`src/logic/uim_pkg.sv`:
```
// Constants shared by the interrupt mask and smart-card retry logic.
package uim_pkg;
    // Register byte offsets.
    localparam logic [7:0] UIM_OFS_MODE     = 8'h04;
    localparam logic [7:0] UIM_OFS_EN_SET   = 8'h08;
    localparam logic [7:0] UIM_OFS_DIS_CLR  = 8'h0c;
    localparam logic [7:0] UIM_OFS_MASK     = 8'h10;
    localparam logic [7:0] UIM_OFS_STATUS   = 8'h14;

    // Implemented event bits of enable, disable, mask and status.
    localparam logic [31:0] UIM_SRC_BITS    = 32'h000f_3fff;

    // Event bit positions.
    localparam int UIM_B_RX_CHAR_READY      = 0;
    localparam int UIM_B_TX_HOLDING_READY   = 1;
    localparam int UIM_B_RX_BREAK_SEEN      = 2;
    localparam int UIM_B_RX_TRANSFER_END    = 3;
    localparam int UIM_B_TX_TRANSFER_END    = 4;
    localparam int UIM_B_OVERRUN_ERROR      = 5;
    localparam int UIM_B_FRAMING_ERROR      = 6;
    localparam int UIM_B_PARITY_ERROR       = 7;
    localparam int UIM_B_RX_TIMEOUT         = 8;
    localparam int UIM_B_TX_FULLY_IDLE      = 9;
    localparam int UIM_B_RETRY_LIMIT        = 10;
    localparam int UIM_B_TX_BUFFER_DRAINED  = 11;
    localparam int UIM_B_RX_BUFFER_FULL     = 12;
    localparam int UIM_B_NEG_ACK            = 13;
    localparam int UIM_B_RING_IND_CHANGE    = 16;
    localparam int UIM_B_SET_READY_CHANGE   = 17;
    localparam int UIM_B_CARRIER_DET_CHANGE = 18;
    localparam int UIM_B_CLEAR_TO_SEND_CHG  = 19;

    // Mode register field positions.
    localparam int UIM_F_MODE_LSB           = 0;
    localparam int UIM_F_MODE_MSB           = 3;
    localparam int UIM_F_INHIBIT_NACK       = 20;
    localparam int UIM_F_LIMIT_NACK         = 21;
    localparam int UIM_F_MAX_ITER_LSB       = 24;
    localparam int UIM_F_MAX_ITER_MSB       = 26;
    localparam int UIM_F_FILTER             = 28;
    localparam logic [31:0] UIM_MODE_BITS   = 32'h1730_000f;
    localparam logic [31:0] UIM_MODE_RESET  = 32'h0000_0000;

    // Operating mode code of the character protocol T=0.
    localparam logic [3:0] UIM_MODE_ISO_T0  = 4'h4;

    // Sixteenth-bit sample rate as a divide of the 100 MHz clock.
    localparam int UIM_CLK_MHZ              = 100;
    localparam int UIM_SAMPLE_NS            = 160;
    localparam int UIM_SAMPLE_DIV           = (UIM_SAMPLE_NS * UIM_CLK_MHZ) / 1000;
    localparam logic [7:0] UIM_SAMPLE_LAST  = 8'(UIM_SAMPLE_DIV - 1);
endpackage : uim_pkg

```
`src/logic/uim_top.sv`:
```
// Interrupt mask, smart-card negative acknowledge policy and receive line filter.
//
// How it works
// With the inhibit setting high no negative acknowledge is ever driven, else they are made.
// Without limiting and with inhibit low, every received character with a parity error gets a negative acknowledge.
// With limiting, successive parity errors are counted and, with inhibit low, each counted one is acknowledged.
// Once the count is at the maximum, each further parity error gets no acknowledge and raises the retry-limit flag.
// The maximum count acts as the limit only in the T=0 smart-card mode.
// With the filter setting low the receive line reaches the receiver unfiltered.
// With the filter setting high the line is the 2-of-3 majority of sixteenth-bit samples.
// Ones written to the enable port set mask bits; zeros leave them alone.
// Ones written to the disable port clear mask bits; zeros leave them alone.
// The mask read shows a one for each enabled source and a zero for each disabled one.
// Bits 0 to 7 are rx ready, tx ready, break, rx end, tx end, overrun, framing, parity.
// Bits 8 to 13 are time-out, tx idle, retry limit, tx buffer empty, rx buffer full, nack.
// Bits 16 to 19 are ring indicator, set ready, carrier detect and clear to send changes.
// Bits 14, 15 and 20 to 31 are unused: writes do nothing and reads give zero.
// The interrupt is high while any source has both its status and mask bit set.
`timescale 1ns/1ps
module uim_top
    import uim_pkg::*;
(
    // Clock and reset.
    input  wire logic        sys_clk,
    input  wire logic        rst_n,
    // Register port.
    input  wire logic [7:0]  reg_addr,
    input  wire logic [31:0] reg_wdata,
    input  wire logic        reg_wr,
    input  wire logic        reg_rd,
    output logic [31:0]      reg_rdata,
    // Event pulses from the rest of the transceiver.
    input  wire logic        rx_char_ready,
    input  wire logic        tx_holding_ready,
    input  wire logic        rx_break_seen,
    input  wire logic        rx_transfer_end,
    input  wire logic        tx_transfer_end,
    input  wire logic        overrun_error,
    input  wire logic        framing_error,
    input  wire logic        rx_timeout,
    input  wire logic        tx_fully_idle,
    input  wire logic        tx_buffer_drained,
    input  wire logic        rx_buffer_full,
    input  wire logic        neg_ack_seen,
    input  wire logic        ring_ind_change,
    input  wire logic        set_ready_change,
    input  wire logic        carrier_detect_change,
    input  wire logic        clear_to_send_change,
    // Received character result.
    input  wire logic        rx_char_done,
    input  wire logic        parity_error,
    // Receive line.
    input  wire logic        rx_line,
    output logic             rx_filtered,
    // Smart-card line acknowledge request and interrupt.
    output logic             neg_ack_send,
    output logic             irq
);
    import uim_pkg::*;

    // Register state and the status value for the next edge.
    logic [31:0] mode_r;
    logic [31:0] mask_r;
    logic [31:0] status_r;
    logic [31:0] status_nxt;
    logic [31:0] events;

    // Successive parity error count and retry-limit pulse.
    logic [2:0]  iter_cnt_r;
    logic        iter_flag_r;

    // Sixteenth-bit sampling of the receive line.
    logic [7:0]  div_cnt_r;
    logic        sample_en;
    logic [2:0]  samples_r;

    // Decoded write strobes.
    logic        wr_mode;
    logic        wr_en_set;
    logic        wr_dis_clr;
    logic        wr_status;

    // Mode fields and acknowledge policy terms.
    logic        inhibit_neg_ack;
    logic        limit_successive_neg_ack;
    logic        in_t0;
    logic [2:0]  max_iter;
    logic        limiting;
    logic        par_evt;
    logic        at_limit;
    logic        filter_on;

    // Two-of-three vote, used by the filter and by its check.
    function automatic logic uim_major(input logic [2:0] s);
        uim_major = (s[0] & s[1]) | (s[0] & s[2]) | (s[1] & s[2]);
    endfunction : uim_major

    // Write decode; each strobe hits one register only.
    always_comb begin
        wr_mode    = 1'b0;
        wr_en_set  = 1'b0;
        wr_dis_clr = 1'b0;
        wr_status  = 1'b0;
        if (reg_wr && reg_addr == UIM_OFS_MODE) begin
            wr_mode = 1'b1;
        end else if (reg_wr && reg_addr == UIM_OFS_EN_SET) begin
            wr_en_set = 1'b1;
        end else if (reg_wr && reg_addr == UIM_OFS_DIS_CLR) begin
            wr_dis_clr = 1'b1;
        end else if (reg_wr && reg_addr == UIM_OFS_STATUS) begin
            wr_status = 1'b1;
        end
    end

    // Mode settings used by the acknowledge policy and the filter.
    assign inhibit_neg_ack          = mode_r[UIM_F_INHIBIT_NACK];
    assign limit_successive_neg_ack = mode_r[UIM_F_LIMIT_NACK];
    assign filter_on                = mode_r[UIM_F_FILTER];
    assign max_iter                 = mode_r[UIM_F_MAX_ITER_MSB:UIM_F_MAX_ITER_LSB];
    assign in_t0    = mode_r[UIM_F_MODE_MSB:UIM_F_MODE_LSB] == UIM_MODE_ISO_T0;
    assign limiting = limit_successive_neg_ack && in_t0;
    assign par_evt  = rx_char_done && parity_error;
    assign at_limit = iter_cnt_r >= max_iter;

    // Mode register; unimplemented bits stay zero.
    always_ff @(posedge sys_clk or negedge rst_n) begin
        if (!rst_n) begin
            mode_r <= UIM_MODE_RESET;
        end else if (wr_mode) begin
            mode_r <= reg_wdata & UIM_MODE_BITS;
        end
    end

    // Mask: set-only and clear-only ports, unused bits never stored.
    // The set and clear ports keep nothing of their own; only the mask is stored.
    always_ff @(posedge sys_clk or negedge rst_n) begin
        if (!rst_n) begin
            mask_r <= 32'h0000_0000;
        end else if (wr_en_set) begin
            mask_r <= mask_r | (reg_wdata & UIM_SRC_BITS);
        end else if (wr_dis_clr) begin
            mask_r <= mask_r & ~(reg_wdata & UIM_SRC_BITS);
        end
    end

    // Counter of successive parity errors; a clean character restarts it.
    // Clearing the retry-limit status bit also restarts it, so software can retry.
    always_ff @(posedge sys_clk or negedge rst_n) begin
        if (!rst_n) begin
            iter_cnt_r <= 3'h0;
        end else if (rx_char_done && !parity_error) begin
            iter_cnt_r <= 3'h0;
        end else if (par_evt && limiting && !at_limit) begin
            iter_cnt_r <= iter_cnt_r + 3'h1;
        end else if (wr_status && reg_wdata[UIM_B_RETRY_LIMIT]) begin
            iter_cnt_r <= 3'h0;
        end
    end

    // Acknowledge request, one cycle after the faulty character.
    // The retry flag is only a pulse; the sticky status bit holds it for software.
    always_ff @(posedge sys_clk or negedge rst_n) begin
        if (!rst_n) begin
            neg_ack_send <= 1'b0;
            iter_flag_r  <= 1'b0;
        end else begin
            neg_ack_send <= par_evt && !inhibit_neg_ack &&
                            (!limiting || !at_limit);
            iter_flag_r  <= par_evt && limiting && at_limit;
        end
    end

    // Event vector in the shared bit layout.
    always_comb begin
        events = 32'h0000_0000;
        events[UIM_B_RX_CHAR_READY]      = rx_char_ready;
        events[UIM_B_TX_HOLDING_READY]   = tx_holding_ready;
        events[UIM_B_RX_BREAK_SEEN]      = rx_break_seen;
        events[UIM_B_RX_TRANSFER_END]    = rx_transfer_end;
        events[UIM_B_TX_TRANSFER_END]    = tx_transfer_end;
        events[UIM_B_OVERRUN_ERROR]      = overrun_error;
        events[UIM_B_FRAMING_ERROR]      = framing_error;
        events[UIM_B_PARITY_ERROR]       = par_evt;
        events[UIM_B_RX_TIMEOUT]         = rx_timeout;
        events[UIM_B_TX_FULLY_IDLE]      = tx_fully_idle;
        events[UIM_B_RETRY_LIMIT]        = iter_flag_r;
        events[UIM_B_TX_BUFFER_DRAINED]  = tx_buffer_drained;
        events[UIM_B_RX_BUFFER_FULL]     = rx_buffer_full;
        events[UIM_B_NEG_ACK]            = neg_ack_seen;
        events[UIM_B_RING_IND_CHANGE]    = ring_ind_change;
        events[UIM_B_SET_READY_CHANGE]   = set_ready_change;
        events[UIM_B_CARRIER_DET_CHANGE] = carrier_detect_change;
        events[UIM_B_CLEAR_TO_SEND_CHG]  = clear_to_send_change;
    end

    // Sticky status; a new event beats a clear in the same cycle.
    always_comb begin
        status_nxt = status_r;
        if (wr_status) begin
            status_nxt = status_nxt & ~reg_wdata;
        end
        status_nxt = (status_nxt | events) & UIM_SRC_BITS;
    end

    // Status register; bits outside the source set never stick.
    always_ff @(posedge sys_clk or negedge rst_n) begin
        if (!rst_n) begin
            status_r <= 32'h0000_0000;
        end else begin
            status_r <= status_nxt;
        end
    end

    // Mask value after this cycle's write, for the interrupt term.
    function automatic logic [31:0] mask_nxt_view();
        mask_nxt_view = mask_r;
        if (wr_en_set) begin
            mask_nxt_view = mask_r | (reg_wdata & UIM_SRC_BITS);
        end else if (wr_dis_clr) begin
            mask_nxt_view = mask_r & ~(reg_wdata & UIM_SRC_BITS);
        end
    endfunction : mask_nxt_view

    // Interrupt from the next status, so it follows the register with no lag.
    always_ff @(posedge sys_clk or negedge rst_n) begin
        if (!rst_n) begin
            irq <= 1'b0;
        end else begin
            irq <= |(status_nxt & mask_nxt_view());
        end
    end

    // Read data one cycle after the strobe; write-only and unmapped read zero.
    // Zero between reads keeps a stale word from looking like a fresh answer.
    always_ff @(posedge sys_clk or negedge rst_n) begin
        if (!rst_n) begin
            reg_rdata <= 32'h0000_0000;
        end else if (reg_rd && reg_addr == UIM_OFS_MODE) begin
            reg_rdata <= mode_r;
        end else if (reg_rd && reg_addr == UIM_OFS_MASK) begin
            reg_rdata <= mask_r & UIM_SRC_BITS;
        end else if (reg_rd && reg_addr == UIM_OFS_STATUS) begin
            reg_rdata <= status_r;
        end else begin
            reg_rdata <= 32'h0000_0000;
        end
    end

    // Sixteenth-bit sample enable from a free divider.
    // The divider does not follow the baud generator; it is a fixed rate.
    always_ff @(posedge sys_clk or negedge rst_n) begin
        if (!rst_n) begin
            div_cnt_r <= 8'h00;
        end else if (div_cnt_r == UIM_SAMPLE_LAST) begin
            div_cnt_r <= 8'h00;
        end else begin
            div_cnt_r <= div_cnt_r + 8'h01;
        end
    end

    // One-cycle enable at the end of each divider period.
    assign sample_en = div_cnt_r == UIM_SAMPLE_LAST;

    // Three-sample window; idle line level is high.
    always_ff @(posedge sys_clk or negedge rst_n) begin
        if (!rst_n) begin
            samples_r <= 3'h7;
        end else if (sample_en) begin
            samples_r <= {samples_r[1:0], rx_line};
        end
    end

    // Filtered or direct receive line, registered either way.
    // The vote delays each line edge by up to two sample periods.
    always_ff @(posedge sys_clk or negedge rst_n) begin
        if (!rst_n) begin
            rx_filtered <= 1'b1;
        end else if (filter_on) begin
            rx_filtered <= uim_major(samples_r);
        end else begin
            rx_filtered <= rx_line;
        end
    end
endmodule : uim_top

```
`config.mk`:
```
export PLATFORM = sky130hd
export DESIGN_NAME = uim_top
export DESIGN_NICKNAME = d
export VERILOG_FILES = /design/src/logic/uim_pkg.sv /design/src/logic/uim_top.sv
export SDC_FILE = /design/constraint.sdc
export NUM_CORES = 1
export LEC_CHECK = 0
export BUFFER_PORTS_ARGS = -buffer_cell sky130_fd_sc_hd__buf_2
export CAP_MARGIN = 30
export CORE_UTILIZATION = 40
export DETAILED_ROUTE_END_ITERATION = 8
export SLEW_MARGIN = 20
export SYNTH_ARGS = -nofsm -noshare
export SYNTH_HDL_FRONTEND = slang
export SYNTH_SLANG_ARGS = --single-unit
```
`constraint.sdc`:
```
create_clock -name sys_clk -period 5.94 [get_ports sys_clk]
set_input_delay 1.188 -clock sys_clk [delete_from_list [all_inputs] [get_ports sys_clk]]
set_output_delay 1.188 -clock sys_clk [all_outputs]
set_load 0.02 [all_outputs]
```
; Word level (Yosys, flattened, before mapping)
; Cells that the tools add are included.
[word_totals]
register_bits = 110
output_inout_bits = 35
input_bits = 63
[classes]
n_lt_le_gt_ge = 1
n_reduce_logical = 23
add_sub_neg = 2
n_bitwise = 12
n_mux = 21
n_eq_ne = 7
[op_table]
columns = operator, count
row1 = 32-bit two-way mux, 2
row2 = 20-bit two-way mux, 3
row3 = 20-bit by 32-bit bitwise AND with 32-bit output, 1
row4 = 32-bit bitwise AND, 1
row5 = 20-bit inverter with 32-bit output, 1
row6 = 32-bit by 20-bit bitwise OR with 32-bit output, 1
row7 = 32-bit OR reduction, 1
row8 = 29-bit two-way mux, 1
row9 = 8-bit by 4-bit equality test with 1-bit output (second input constant), 3
row10 = 20-bit bitwise AND, 1
row11 = 20-bit inverter, 1
row12 = 20-bit bitwise OR, 1
row13 = 8-bit by 5-bit equality test with 1-bit output (second input constant), 2
row14 = 1-bit logical AND, 16
row15 = 1-bit two-way mux, 11
row16 = 3-bit two-way mux, 3
row17 = 8-bit by 1-bit adder with 8-bit output (second input constant), 1
row18 = 8-bit by 3-bit equality test with 1-bit output (second input constant), 1
row19 = 8-bit two-way mux, 1
row20 = 4-bit by 3-bit equality test with 1-bit output (second input constant), 1
row21 = 1-bit logical NOT, 4
row22 = 3-bit by 1-bit adder with 3-bit output (second input constant), 1
row23 = 1-bit bitwise AND, 3
row24 = 3-bit >= comparator, 1
row25 = 3 further kinds, 4

; Depth between registers and ports, before layout
; Gate-level depths: netlist (run 1).
[depth]
ltp_word = 10
ltp_mapped = 8
depth_no_buf = 8

; Least setup slack after synthesis (run 1)
; No wires, ideal clock.
[synth_path]
path_kind = input to register
startpoint = in reg_addr[1]
endpoint = reg irq
path_slack_ns = 2.693
t_arrival_ns = 3.112
cell_stages = 7
setup_time_ns = 0.135
cell_sequence = or4_4 -> buf_6 -> or4_1 -> a21o_1 -> a2111oi_2 -> and3_1 -> nand4_1
[synth_via]
elab_chain_len = 10
[synth_rtl]
columns = element, line_no
row1 = start: declaration, uim_top.sv:27  ; input wire logic [7:0] reg_addr,
row2 = 8-bit by 5-bit equality test with 1-bit output, uim_top.sv:110  ; end else if (reg_wr && reg_addr == UIM_OFS_STATUS) begin
row3 = 1-bit logical AND, uim_top.sv:110
row4 = 1-bit two-way mux, uim_top.sv:110
row5 = 1-bit two-way mux, uim_top.sv:108  ; end else if (reg_wr && reg_addr == UIM_OFS_DIS_CLR) begin
row6 = 1-bit two-way mux, uim_top.sv:106  ; end else if (reg_wr && reg_addr == UIM_OFS_EN_SET) begin
row7 = 1-bit two-way mux (*), uim_top.sv:104  ; if (reg_wr && reg_addr == UIM_OFS_MODE) begin
row8 = 20-bit two-way mux (*), uim_top.sv:199  ; if (wr_status) begin
row9 = 20-bit bitwise OR (*), uim_top.sv:202  ; status_nxt = (status_nxt | events) & UIM_SRC_BITS;
row10 = via status_nxt[17], uim_top.sv:65  ; logic [31:0] status_nxt;
row11 = 20-bit by 32-bit bitwise AND with 32-bit output (*), uim_top.sv:229  ; irq <= |(status_nxt & mask_nxt_view());
row12 = 32-bit OR reduction (*), uim_top.sv:229
row13 = end signal: assignment, uim_top.sv:229
row14 = end: declaration, uim_top.sv:57  ; output logic irq
; The timed path passes the listed nets; every way through them passes the cells marked *.
; A chain may end at the register's enable or synchronous reset.

; Worst setup path after layout (run 1)
; Same ends and word-level chain as after synthesis.

==> flow_summary.html, run 1 <==
<table>
<tr><th>Metric</th><th>Value</th></tr>
<tr><th colspan="2">Worst setup path</th></tr>
<tr><td>Setup CP Type</td><td>in -&gt; reg</td></tr>
<tr><td>Largest fanout on the critical path</td><td>9</td></tr>
<tr><td>Cells traversed along the worst timing path</td><td>buf_2 -&gt; or4_4 -&gt; or4_1 -&gt; a21o_1 -&gt; a2111oi_2 -&gt; and3_1 -&gt; nand4_1</td></tr>
<tr><td>Element type at the critical path end</td><td>flip-flop</td></tr>
<tr><td>Slowest CP cell</td><td>sky130_fd_sc_hd__or4_4</td></tr>
<tr><td>Worst path max stage delay</td><td>0.61 ns</td></tr>
<tr><td>Critical Path Source Type</td><td>primary input</td></tr>
<tr><td>Critical Path Source</td><td>reg_addr[1]</td></tr>
<tr><td>Arrival time at the worst endpoint</td><td>3.42 ns</td></tr>
<tr><td>Buffering stage count on the worst path with inverters included</td><td>1</td></tr>
<tr><td>Critical Path RT</td><td>6.16 ns</td></tr>
<tr><td>Reg2Reg Launch Point</td><td>iter_cnt_r[0]$_DFFE_PN0P_</td></tr>
<tr><td>Kind of cell with the highest combined delay on the critical path</td><td>simple AND/OR/NAND/NOR gates</td></tr>
<tr><th colspan="2">Global routing</th></tr>
<tr><td>Number of antenna violations at the first check in global routing</td><td>0</td></tr>
<tr><td>Overflow left after global routing</td><td>0</td></tr>
<tr><td>First-pass GRT wire length</td><td>14.7 mm</td></tr>
<tr><td>Maximum number of pins on one net before global-route repair</td><td>65</td></tr>
<tr><td>Total global routing track utilization</td><td>19.3%</td></tr>
<tr><td>Number of global-route vias before repair</td><td>2997</td></tr>
<tr><th colspan="2">Routing</th></tr>
<tr><td>Vias post-DR</td><td>2871</td></tr>
<tr><td>Initial DRT Pass Iterations</td><td>6</td></tr>
<tr><td>DRT iter0 DRCs</td><td>129</td></tr>
<tr><td>Number of remaining DRC errors</td><td>0</td></tr>
<tr><td>Detailed-route wire length per cell</td><td>16.0 µm</td></tr>
<tr><td>Post-detailed-routing wire length</td><td>8.87 mm</td></tr>
<tr><td>Via density per instance</td><td>5.18</td></tr>
<tr><td>Count of antenna-violating nets left after detailed routing</td><td>0</td></tr>
<tr><th colspan="2">STA</th></tr>
<tr><td>Time the final worst path needs with I/O delays and setup</td><td>3.20 ns</td></tr>
<tr><td>Headroom to the max-slew limit</td><td>46.1%</td></tr>
<tr><td>Total negative slack</td><td>0 ns</td></tr>
<tr><td>PnR worst setup slack</td><td>2.74 ns</td></tr>
<tr><td>Endpoints failing hold</td><td>0</td></tr>
<tr><td>Setup repair after global routing missed its margin</td><td>no</td></tr>
<tr><td>Setup Viol. Count Final</td><td>0</td></tr>
<tr><td>Slew Viols, Final</td><td>0</td></tr>
<tr><td>Tightest Pin Transition</td><td>0.809 ns</td></tr>
<tr><td>Peak Freq</td><td>312 MHz</td></tr>
<tr><td>Share of the clock period used by the worst path after layout</td><td>53.9%</td></tr>
<tr><td>Worst Clk Skew</td><td>0.00691 ns</td></tr>
<tr><td>Smallest hold slack</td><td>0.458 ns</td></tr>
<tr><th colspan="2">Die</th></tr>
<tr><td>Initial core utilization</td><td>41.3%</td></tr>
<tr><td>Die boundary height</td><td>99.9 µm</td></tr>
<tr><td>Core Region</td><td>9280 µm²</td></tr>
<tr><td>Die width</td><td>99.9 µm</td></tr>
<tr><td>Standard-cell rows</td><td>35</td></tr>
<tr><td>Die ar.</td><td>9980 µm²</td></tr>
<tr><td>Boundary Pins</td><td>98</td></tr>
<tr><th colspan="2">CTS</th></tr>
<tr><td>Deepest clock path buffer count</td><td>2</td></tr>
<tr><td>Clock sinks</td><td>88</td></tr>
<tr><td>Buffer cell driving the clock tree root</td><td>sky130_fd_sc_hd__clkbuf_8</td></tr>
<tr><td>Number of levels the H-tree was split into</td><td>3</td></tr>
<tr><td>Post-cts gate resize count</td><td>0</td></tr>
<tr><td>Number of buffers added by the clock tree synthesis step</td><td>9</td></tr>
<tr><td>Number of buffers inserted by hold repair at cts</td><td>0</td></tr>
<tr><td>Post-CTS setup-driven buffer insertion count</td><td>0</td></tr>
<tr><td>Clk Latency, worst-skew pair</td><td>0.35 ns</td></tr>
<tr><td>CTS tree</td><td>built</td></tr>
<tr><td>Clock transition time at the flip-flop clock pins of the worst setup and hold paths</td><td>0.08 ns</td></tr>
<tr><th colspan="2">Layout</th></tr>
<tr><td>Antenna diode count</td><td>0</td></tr>
<tr><td>Area Overhead vs Synth</td><td>19.8%</td></tr>
<tr><td>Fraction of final layout cells sized beyond drive strength 1</td><td>33.4%</td></tr>
<tr><td>Final-stage net count</td><td>488</td></tr>
<tr><th colspan="2">Logic synthesis</th></tr>
<tr><td>Area fraction in compound gates after synthesis</td><td>13.9%</td></tr>
<tr><td>Total of warnings raised by yosys</td><td>0</td></tr>
<tr><td>Area fraction in and, or, nand and nor cells after synthesis</td><td>13.7%</td></tr>
<tr><td>Most instantiated flip-flop cell in the synthesis netlist</td><td>sky130_fd_sc_hd__dfrtp_1</td></tr>
<tr><td>Sequential share of the synthesized area</td><td>57.6%</td></tr>
<tr><td>Netlist area before placement</td><td>3830 µm²</td></tr>
<tr><td>Fraction of synthesized area in multiplexers</td><td>6.14%</td></tr>
<tr><td>Synth async-reset ratio</td><td>100%</td></tr>
<tr><td>Number of cells produced by synthesis</td><td>332</td></tr>
<tr><td>Number of storage elements in the synthesis netlist</td><td>88</td></tr>
<tr><td>Average footprint of a synthesized cell</td><td>11.5 µm²</td></tr>
<tr><td>Yosys cell types</td><td>48</td></tr>
<tr><td>Count of flip-flops with a built-in enable after synthesis</td><td>0</td></tr>
<tr><td>Share of synthesized cell area in full adder, half adder and majority cells</td><td>1.89%</td></tr>
<tr><td>Xor/xnor share of the synthesized area</td><td>1.60%</td></tr>
<tr><td>Combinational family with the most area after synthesis</td><td>compound AO/OA/AOI/OAI gates</td></tr>
<tr><th colspan="2">Worst hold path</th></tr>
<tr><td>Worst hold path startpoint</td><td>mode_r[20]$_DFFE_PN0P_</td></tr>
<tr><td>Min-delay worst type</td><td>reg -&gt; reg</td></tr>
<tr><th colspan="2">Power</th></tr>
<tr><td>Tot Pwr</td><td>1.12 mW</td></tr>
<tr><td>Cell Pwr Density</td><td>245 nW/µm²</td></tr>
<tr><td>Worst ir drop on vdd</td><td>166 µV</td></tr>
<tr><td>Leakage power summed over all cells</td><td>2.33 nW</td></tr>
<tr><th colspan="2">Status</th></tr>
<tr><td>Run status</td><td>completed</td></tr>
<tr><th colspan="2">Run</th></tr>
<tr><td>Reported max-cap violation count</td><td>0</td></tr>
<tr><th colspan="2">Place</th></tr>
<tr><td>Number of buffers added on ports</td><td>81</td></tr>
<tr><td>Pre-CTS setup slack</td><td>2.35 ns</td></tr>
<tr><td>Post-detail-place hpwl</td><td>6.06 mm</td></tr>
<tr><td>Final weighted congestion in routability-driven placement</td><td>0.775</td></tr>
</table>
[cells in the final DEF, fill, tap and decap left out, types with 3 or more instances in the layout]
cell                          n
sky130_fd_sc_hd__a222oi_1     4
sky130_fd_sc_hd__o41ai_1      9
sky130_fd_sc_hd__dfrtp_1     84
sky130_fd_sc_hd__and3_1       6
sky130_fd_sc_hd__nand4_1      7
sky130_fd_sc_hd__conb_1       8
sky130_fd_sc_hd__nand2_1     35
sky130_fd_sc_hd__or2_2        5
sky130_fd_sc_hd__a21oi_1      4
sky130_fd_sc_hd__clkinvlp_4   3
sky130_fd_sc_hd__a21o_1       7
sky130_fd_sc_hd__dfstp_2      4
sky130_fd_sc_hd__nand3_1      7
sky130_fd_sc_hd__a21boi_0     5
sky130_fd_sc_hd__nor4b_2      3
sky130_fd_sc_hd__nor4_1       3
sky130_fd_sc_hd__a22oi_1      6
sky130_fd_sc_hd__xor2_1       5
sky130_fd_sc_hd__buf_4        9
sky130_fd_sc_hd__and2_1       7
sky130_fd_sc_hd__nor2_1      15
sky130_fd_sc_hd__ha_1         5
sky130_fd_sc_hd__a221oi_1     4
sky130_fd_sc_hd__inv_1       23
sky130_fd_sc_hd__a31oi_1      3
sky130_fd_sc_hd__a22o_1      16
sky130_fd_sc_hd__nand2b_1     3
sky130_fd_sc_hd__mux2_2      20
sky130_fd_sc_hd__clkbuf_8     9
sky130_fd_sc_hd__buf_2       80
[power breakdown]
| group | internal, mW | switching, mW | leakage [nW] |
|---|---|---|---|
| Combinational | 0.0361 | 0.0572 | 1.12 |
| Clock | 0.194 | 0.214 | 0.0916 |
| Sequential | 0.614 | 0.00731 | 1.11 |
| Total | 0.844 | 0.279 | 2.33 |
[layer usage]
layer / global-route usage (%) / vias to the layer above / wire length, µm
met4: 6.79 / 0 / 129
li1: - / 1356 / -
met5: 0 / - / 0
met3: 5.22 / 13 / 498
met1: 24.7 / 1418 / 4070
met2: 31.5 / 84 / 4170
[final cells by class]
type,instances,area (µm²)
clock buffer,9,124
tap,129,161
fill,901,4690
timing repair buffer,89,468
multi-input combinational,209,1470
clock inverter,7,71.3
sequential,88,2210
inverter,23,86.3
[synth_stat cells, types with 2 or more instances]
library cell               count  area, µm²
sky130_fd_sc_hd__a21boi_0      5       37.5
sky130_fd_sc_hd__a21o_1        7       52.6
sky130_fd_sc_hd__a21oi_1       4       20.0
sky130_fd_sc_hd__a221oi_1      4       35.0
sky130_fd_sc_hd__a222oi_1      4       40.0
sky130_fd_sc_hd__a22o_1       16        140
sky130_fd_sc_hd__a22oi_1       6       45.0
sky130_fd_sc_hd__a31oi_1       3       18.8
sky130_fd_sc_hd__and2_1        7       43.8
sky130_fd_sc_hd__and3_1        6       37.5
sky130_fd_sc_hd__buf_4         8       60.1
sky130_fd_sc_hd__clkbuf_1      9       33.8
sky130_fd_sc_hd__dfrtp_1      84       2100
sky130_fd_sc_hd__dfstp_2       4        105
sky130_fd_sc_hd__ha_1          5       62.6
sky130_fd_sc_hd__inv_1        23       86.3
sky130_fd_sc_hd__mux2_2       20        225
sky130_fd_sc_hd__nand2_1      35        131
sky130_fd_sc_hd__nand2b_1      3       18.8
sky130_fd_sc_hd__nand3_1       7       35.0
sky130_fd_sc_hd__nand4_1       7       43.8
sky130_fd_sc_hd__nor2_1       15       56.3
sky130_fd_sc_hd__nor3_1        2       10.0
sky130_fd_sc_hd__nor4_1        3       18.8
sky130_fd_sc_hd__nor4b_1       2       17.5
sky130_fd_sc_hd__o21ai_0       2       10.0
sky130_fd_sc_hd__o22ai_1       2       12.5
sky130_fd_sc_hd__o41ai_1       9       78.8
sky130_fd_sc_hd__or2_2         5       31.3
sky130_fd_sc_hd__or4_1         2       15.0
sky130_fd_sc_hd__xnor2_1       2       17.5
sky130_fd_sc_hd__xor2_1        5       43.8
[kinds of logic (layout without fill, tap and decap cells)]
kind of cell | Yosys count | after routing
AND/OR/NAND/NOR | 101 | 101
XOR/XNOR | 7 | 7
adder cells (fa/ha/maj) | 6 | 6
AO/OA/AOI/OAI | 66 | 66
other | 1 | 8
buffers and inverters | 42 | 128
flip-flops | 88 | 88
multiplexers | 21 | 21
[worst paths after layout]
check,slack (ns),cells after the start,end
worst max-delay path,2.74,7,irq$_DFF_PN0_
worst min-delay path,0.46,1,neg_ack_send$_DFF_PN0_
worst max register to register,3.80,8,iter_cnt_r[0]$_DFFE_PN0P_
worst min register to register,0.46,1,neg_ack_send$_DFF_PN0_
max in group asynchronous,4.11,2,irq$_DFF_PN0_
min in group asynchronous,0.72,1,reg_rdata[16]$_DFF_PN0_
[sequential cells by signal (all words and copies together), names as in the netlist]
name and cells:
iter_flag_r 1, div_cnt_r 8, iter_cnt_r 3, mode_r 10, samples_r 3, reg_rdata 24, rx_filtered 1, neg_ack_send 1
irq 1, status_r 18, mask_r 18
[through the flow]
stage          instance area [µm²]  instances  util (%)
6_report                      4590        554      49.5
5_1_grt                       4590        554      49.5
4_1_cts                       4590        554      49.5
3_5_place_dp                  4400        538      47.4
3_3_place_gp                  4400        538      47.4
2_1_floorplan                 3860        339         -
(Power assumes the default switching activity.)
==> run 2: changes to the inputs <==
Settings changed: ABC_AREA set to 1.
Clock period 5.94 ns to 3.25 ns, I/O delays scaled along.
==> flow_summary.html, run 2 <==
<table>
<tr><th>Metric</th><th>Value</th></tr>
<tr><th colspan="2">CTS</th></tr>
<tr><td>Number of buffers inserted by hold repair at cts</td><td>0 (unchanged)</td></tr>
<tr><td>Post-cts gate resize count</td><td>0 (unchanged)</td></tr>
<tr><td>Clock transition time at the flip-flop clock pins of the worst setup and hold paths</td><td>0.09 ns (about the same)</td></tr>
<tr><td>Number of levels the H-tree was split into</td><td>3 (unchanged)</td></tr>
<tr><td>Number of buffers added by the clock tree synthesis step</td><td>9 (unchanged)</td></tr>
<tr><td>Buffer cell driving the clock tree root</td><td>sky130_fd_sc_hd__clkbuf_8</td></tr>
<tr><td>Deepest clock path buffer count</td><td>2 (unchanged)</td></tr>
<tr><td>CTS tree</td><td>built</td></tr>
<tr><td>Post-CTS setup-driven buffer insertion count</td><td>0 (unchanged)</td></tr>
<tr><td>Clk Latency, worst-skew pair</td><td>0.37 ns (+0.02 ns)</td></tr>
<tr><td>Clock sinks</td><td>88 (unchanged)</td></tr>
<tr><th colspan="2">Place</th></tr>
<tr><td>Post-detail-place hpwl</td><td>6.37 mm (+5.1%)</td></tr>
<tr><td>Placed cell areas</td><td>4560 µm² (+3.8%)</td></tr>
<tr><td>Final weighted congestion in routability-driven placement</td><td>0.792 (+2.2%)</td></tr>
<tr><td>Number of buffers added on ports</td><td>81 (unchanged)</td></tr>
<tr><th colspan="2">Layout</th></tr>
<tr><td>Antenna diode count</td><td>0 (unchanged)</td></tr>
<tr><td>Filler Cell Count</td><td>970 (+7.7%)</td></tr>
<tr><td>Fraction of final layout cells sized beyond drive strength 1</td><td>22.0% (-11 points)</td></tr>
<tr><td>Area Overhead vs Synth</td><td>18.7%</td></tr>
<tr><td>Most frequent standard cell in the layout excluding fill and tap cells</td><td>sky130_fd_sc_hd__nand2_1</td></tr>
<tr><td>Max reg flops</td><td>24 (unchanged)</td></tr>
<tr><td>Final-stage net count</td><td>626 (+28%)</td></tr>
<tr><td>Largest Register</td><td>reg_rdata</td></tr>
<tr><td>Biggest regs</td><td>reg_rdata x24, mask_r x18, status_r x18</td></tr>
<tr><td>Layout Cell Area excl Fill</td><td>4800 µm² (+4.5%)</td></tr>
<tr><td>Commonest cells after routing, fill and taps aside</td><td>sky130_fd_sc_hd__nand2_1 (124), sky130_fd_sc_hd__dfrtp_1 (84), sky130_fd_sc_hd__buf_2 (80)</td></tr>
<tr><th colspan="2">Power</th></tr>
<tr><td>Cell Pwr Density</td><td>460 nW/µm² (+88%)</td></tr>
<tr><td>Leakage power summed over all cells</td><td>2.64 nW (+13%)</td></tr>
<tr><td>Worst ir drop on vdd</td><td>239 µV (+44%)</td></tr>
<tr><td>Tot Pwr</td><td>2.21 mW (+96%)</td></tr>
<tr><th colspan="2">Logic synthesis</th></tr>
<tr><td>Synth async-reset ratio</td><td>100% (unchanged)</td></tr>
<tr><td>Area fraction in and, or, nand and nor cells after synthesis</td><td>22.8% (+9.1 points)</td></tr>
<tr><td>Netlist area before placement</td><td>4040 µm² (+5.4%)</td></tr>
<tr><td>Sequential share of the synthesized area</td><td>54.6% (-2.9 points)</td></tr>
<tr><td>Combinational family with the most area after synthesis</td><td>simple AND/OR/NAND/NOR gates</td></tr>
<tr><td>Cell type with the largest total area after synthesis</td><td>sky130_fd_sc_hd__dfrtp_1</td></tr>
<tr><td>Yosys cell types</td><td>34 (-29%)</td></tr>
<tr><td>Fraction of synthesized area in multiplexers</td><td>0% (-6.1 points)</td></tr>
<tr><td>Count of flip-flops with a built-in enable after synthesis</td><td>0 (unchanged)</td></tr>
<tr><td>Fraction of post-synthesis cell area in the top cell type by area</td><td>52.0% (-2.8 points)</td></tr>
<tr><td>Count leader, synth</td><td>sky130_fd_sc_hd__nand2_1</td></tr>
<tr><td>Total of warnings raised by yosys</td><td>0 (unchanged)</td></tr>
<tr><td>Average footprint of a synthesized cell</td><td>8.52 µm² (-26%)</td></tr>
<tr><td>Share of synthesized cell area in full adder, half adder and majority cells</td><td>1.55% (-0.34 points)</td></tr>
<tr><td>Synth area leaders</td><td>sky130_fd_sc_hd__dfrtp_1 (52%), sky130_fd_sc_hd__nand2_1 (12%), sky130_fd_sc_hd__inv_1 (6.1%)</td></tr>
<tr><td>Leading post-synthesis cells by instance count</td><td>sky130_fd_sc_hd__nand2_1 (124), sky130_fd_sc_hd__dfrtp_1 (84), sky130_fd_sc_hd__inv_1 (66)</td></tr>
<tr><td>Xor/xnor share of the synthesized area</td><td>0.650% (-0.95 points)</td></tr>
<tr><td>Area fraction in compound gates after synthesis</td><td>11.1% (-2.8 points)</td></tr>
<tr><td>Number of storage elements in the synthesis netlist</td><td>88 (unchanged)</td></tr>
<tr><td>Number of cells produced by synthesis</td><td>474 (+43%)</td></tr>
<tr><td>Most instantiated flip-flop cell in the synthesis netlist</td><td>sky130_fd_sc_hd__dfrtp_1</td></tr>
<tr><th colspan="2">Run</th></tr>
<tr><td>Reported max-cap violation count</td><td>0 (unchanged)</td></tr>
<tr><th colspan="2">Global routing</th></tr>
<tr><td>Number of global-route vias before repair</td><td>3410 (+14%)</td></tr>
<tr><td>First-pass GRT wire length</td><td>15.6 mm (+6.5%)</td></tr>
<tr><td>Overflow left after global routing</td><td>0 (unchanged)</td></tr>
<tr><td>Maximum number of pins on one net before global-route repair</td><td>46 (-29%)</td></tr>
<tr><td>Total global routing track utilization</td><td>19.7% (+0.41 points)</td></tr>
<tr><td>Number of antenna violations at the first check in global routing</td><td>0 (unchanged)</td></tr>
<tr><th colspan="2">Worst setup path</th></tr>
<tr><td>Reg2Reg Launch Point</td><td>iter_cnt_r[2]$_DFFE_PN0P_</td></tr>
<tr><td>Largest fanout on the critical path</td><td>22 (+13)</td></tr>
<tr><td>Register-to-register setup slack</td><td>1.38 ns (-2.42 ns)</td></tr>
<tr><td>Setup CP Type</td><td>in -&gt; reg</td></tr>
<tr><td>Critical Path Source Type</td><td>primary input</td></tr>
<tr><td>Destination of the worst register-to-register timing path</td><td>iter_cnt_r[1]$_DFFE_PN0P_</td></tr>
<tr><td>Arrival time at the worst endpoint</td><td>2.17 ns (-1.25 ns)</td></tr>
<tr><td>Critical Path RT</td><td>3.48 ns (-2.68 ns)</td></tr>
<tr><td>Element type at the critical path end</td><td>flip-flop</td></tr>
<tr><td>R2r worst-path depth</td><td>8 (unchanged)</td></tr>
<tr><th colspan="2">STA</th></tr>
<tr><td>Endpoints failing hold</td><td>0 (unchanged)</td></tr>
<tr><td>Worst Clk Skew</td><td>0.00920 ns (+0.00229 ns)</td></tr>
<tr><td>Tightest Pin Transition</td><td>0.787 ns (-0.0223 ns)</td></tr>
<tr><td>Share of the clock period used by the worst path after layout</td><td>59.7%</td></tr>
<tr><td>Setup Viol. Count Final</td><td>0 (unchanged)</td></tr>
<tr><td>Total negative slack</td><td>0 ns (unchanged)</td></tr>
<tr><td>Time the final worst path needs with I/O delays and setup</td><td>1.94 ns</td></tr>
<tr><td>Headroom to the max-slew limit</td><td>47.1% (+1.0 points)</td></tr>
<tr><td>Setup repair after global routing missed its margin</td><td>no</td></tr>
<tr><td>Peak Freq</td><td>515 MHz</td></tr>
<tr><td>Slew Viols, Final</td><td>0 (unchanged)</td></tr>
<tr><th colspan="2">Die</th></tr>
<tr><td>Die ar.</td><td>10500 µm² (+5.3%)</td></tr>
<tr><td>Core Region</td><td>9770 µm² (+5.3%)</td></tr>
<tr><td>Standard-cell rows</td><td>36 (+2.9%)</td></tr>
<tr><td>Die width</td><td>103 µm (+2.6%)</td></tr>
<tr><td>Initial core utilization</td><td>41.3% (about the same)</td></tr>
<tr><td>Die boundary height</td><td>103 µm (+2.6%)</td></tr>
<tr><td>Boundary Pins</td><td>98 (unchanged)</td></tr>
<tr><th colspan="2">Routing</th></tr>
<tr><td>Initial DRT Pass Iterations</td><td>6 (unchanged)</td></tr>
<tr><td>Vias post-DR</td><td>3293 (+15%)</td></tr>
<tr><td>Post-detailed-routing wire length</td><td>9.15 mm (+3.1%)</td></tr>
<tr><td>DRT iter0 DRCs</td><td>172 (+33%)</td></tr>
<tr><td>Detailed-route wire length per cell</td><td>13.1 µm (-18%)</td></tr>
<tr><td>Count of antenna-violating nets left after detailed routing</td><td>0 (unchanged)</td></tr>
<tr><td>Number of remaining DRC errors</td><td>0 (unchanged)</td></tr>
<tr><td>Via density per instance</td><td>4.73 (-8.7%)</td></tr>
<tr><th colspan="2">Status</th></tr>
<tr><td>Run status</td><td>completed</td></tr>
<tr><th colspan="2">Worst hold path</th></tr>
<tr><td>Min-delay worst type</td><td>in -&gt; async</td></tr>
</table>
## run 2: worst max-delay path by stage
stage	from	to	slack, ns	cells past startpoint
after floorplan	reg_addr[5]	irq$_DFF_PN0_	1.49	12
after global placement	reg_addr[1]	reg_rdata[19]$_DFF_PN0_	0.93	8
after detailed placement	reg_addr[1]	reg_rdata[18]$_DFF_PN0_	0.93	8
after CTS	reg_addr[1]	reg_rdata[18]$_DFF_PN0_	1.33	8
after global routing	reg_addr[1]	reg_rdata[9]$_DFF_PN0_	1.12	8
final	reg_addr[1]	reg_rdata[18]$_DFF_PN0_	1.31	8
## run 2: per-layer routing
metal / track usage [%] / part of all wire (%)
met1: 25.5 / 47
met5: 0 / 0
met2: 31.8 / 46
met3: 4.34 / 5.1
met4: 8.24 / 1.7
## run 2: area by class of cell
| cell class | count | area, µm² | share of cell area (%) |
|---|---|---|---|
| Inverter | 68 | 258 | 5.37 |
| Clock buffer | 10 | 128 | 2.66 |
| Sequential cell | 88 | 2210 | 46.0 |
| Clock inverter | 6 | 108 | 2.24 |
| Tap cell | 133 | 166 | 3.47 |
| Multi-Input combinational cell | 307 | 1490 | 31.0 |
| Timing Repair Buffer | 84 | 443 | 9.23 |
## run 2: through the flow
| stage | util (%) | hold slack, ns | worst slack (ns) | std cells |
|---|---|---|---|---|
| floorplan | - | 0.354 | 1.49 | 481 |
| global placement | 46.7 | 0.414 | 0.932 | 680 |
| detailed placement | 46.7 | 0.425 | 0.932 | 680 |
| CTS | 49.1 | 0.289 | 1.33 | 696 |
| global route | 49.1 | 0.318 | 1.12 | 696 |
| finish | 49.1 | 0.288 | 1.31 | 696 |
## run 2: worst max-delay path: stages
cell and delay, ns:
sky130_fd_sc_hd__buf_2 0.09, sky130_fd_sc_hd__inv_1 0.07, sky130_fd_sc_hd__nand2_2 0.11, sky130_fd_sc_hd__nor2_1 0.26
sky130_fd_sc_hd__nand4_2 0.38, sky130_fd_sc_hd__buf_4 0.35, sky130_fd_sc_hd__o21ai_0 0.17, sky130_fd_sc_hd__a21oi_1 0.08
## run 2: where the power goes
part           switching, mW  internal [mW]  total, mW
clock                  0.386          0.508      0.894
sequential            0.0122           1.12       1.14
combinational          0.117         0.0590      0.176
total                  0.515           1.69       2.21
## run 2: kinds of logic (layout without fill, tap and decap cells)
family / count (synthesis) / after routing
fa+ha+maj: 5 / 5
compound gates: 87 / 87
xor+xnor: 3 / 3
buf+inv: 86 / 168
other cells: 1 / 8
simple gates: 204 / 204
flops: 88 / 88
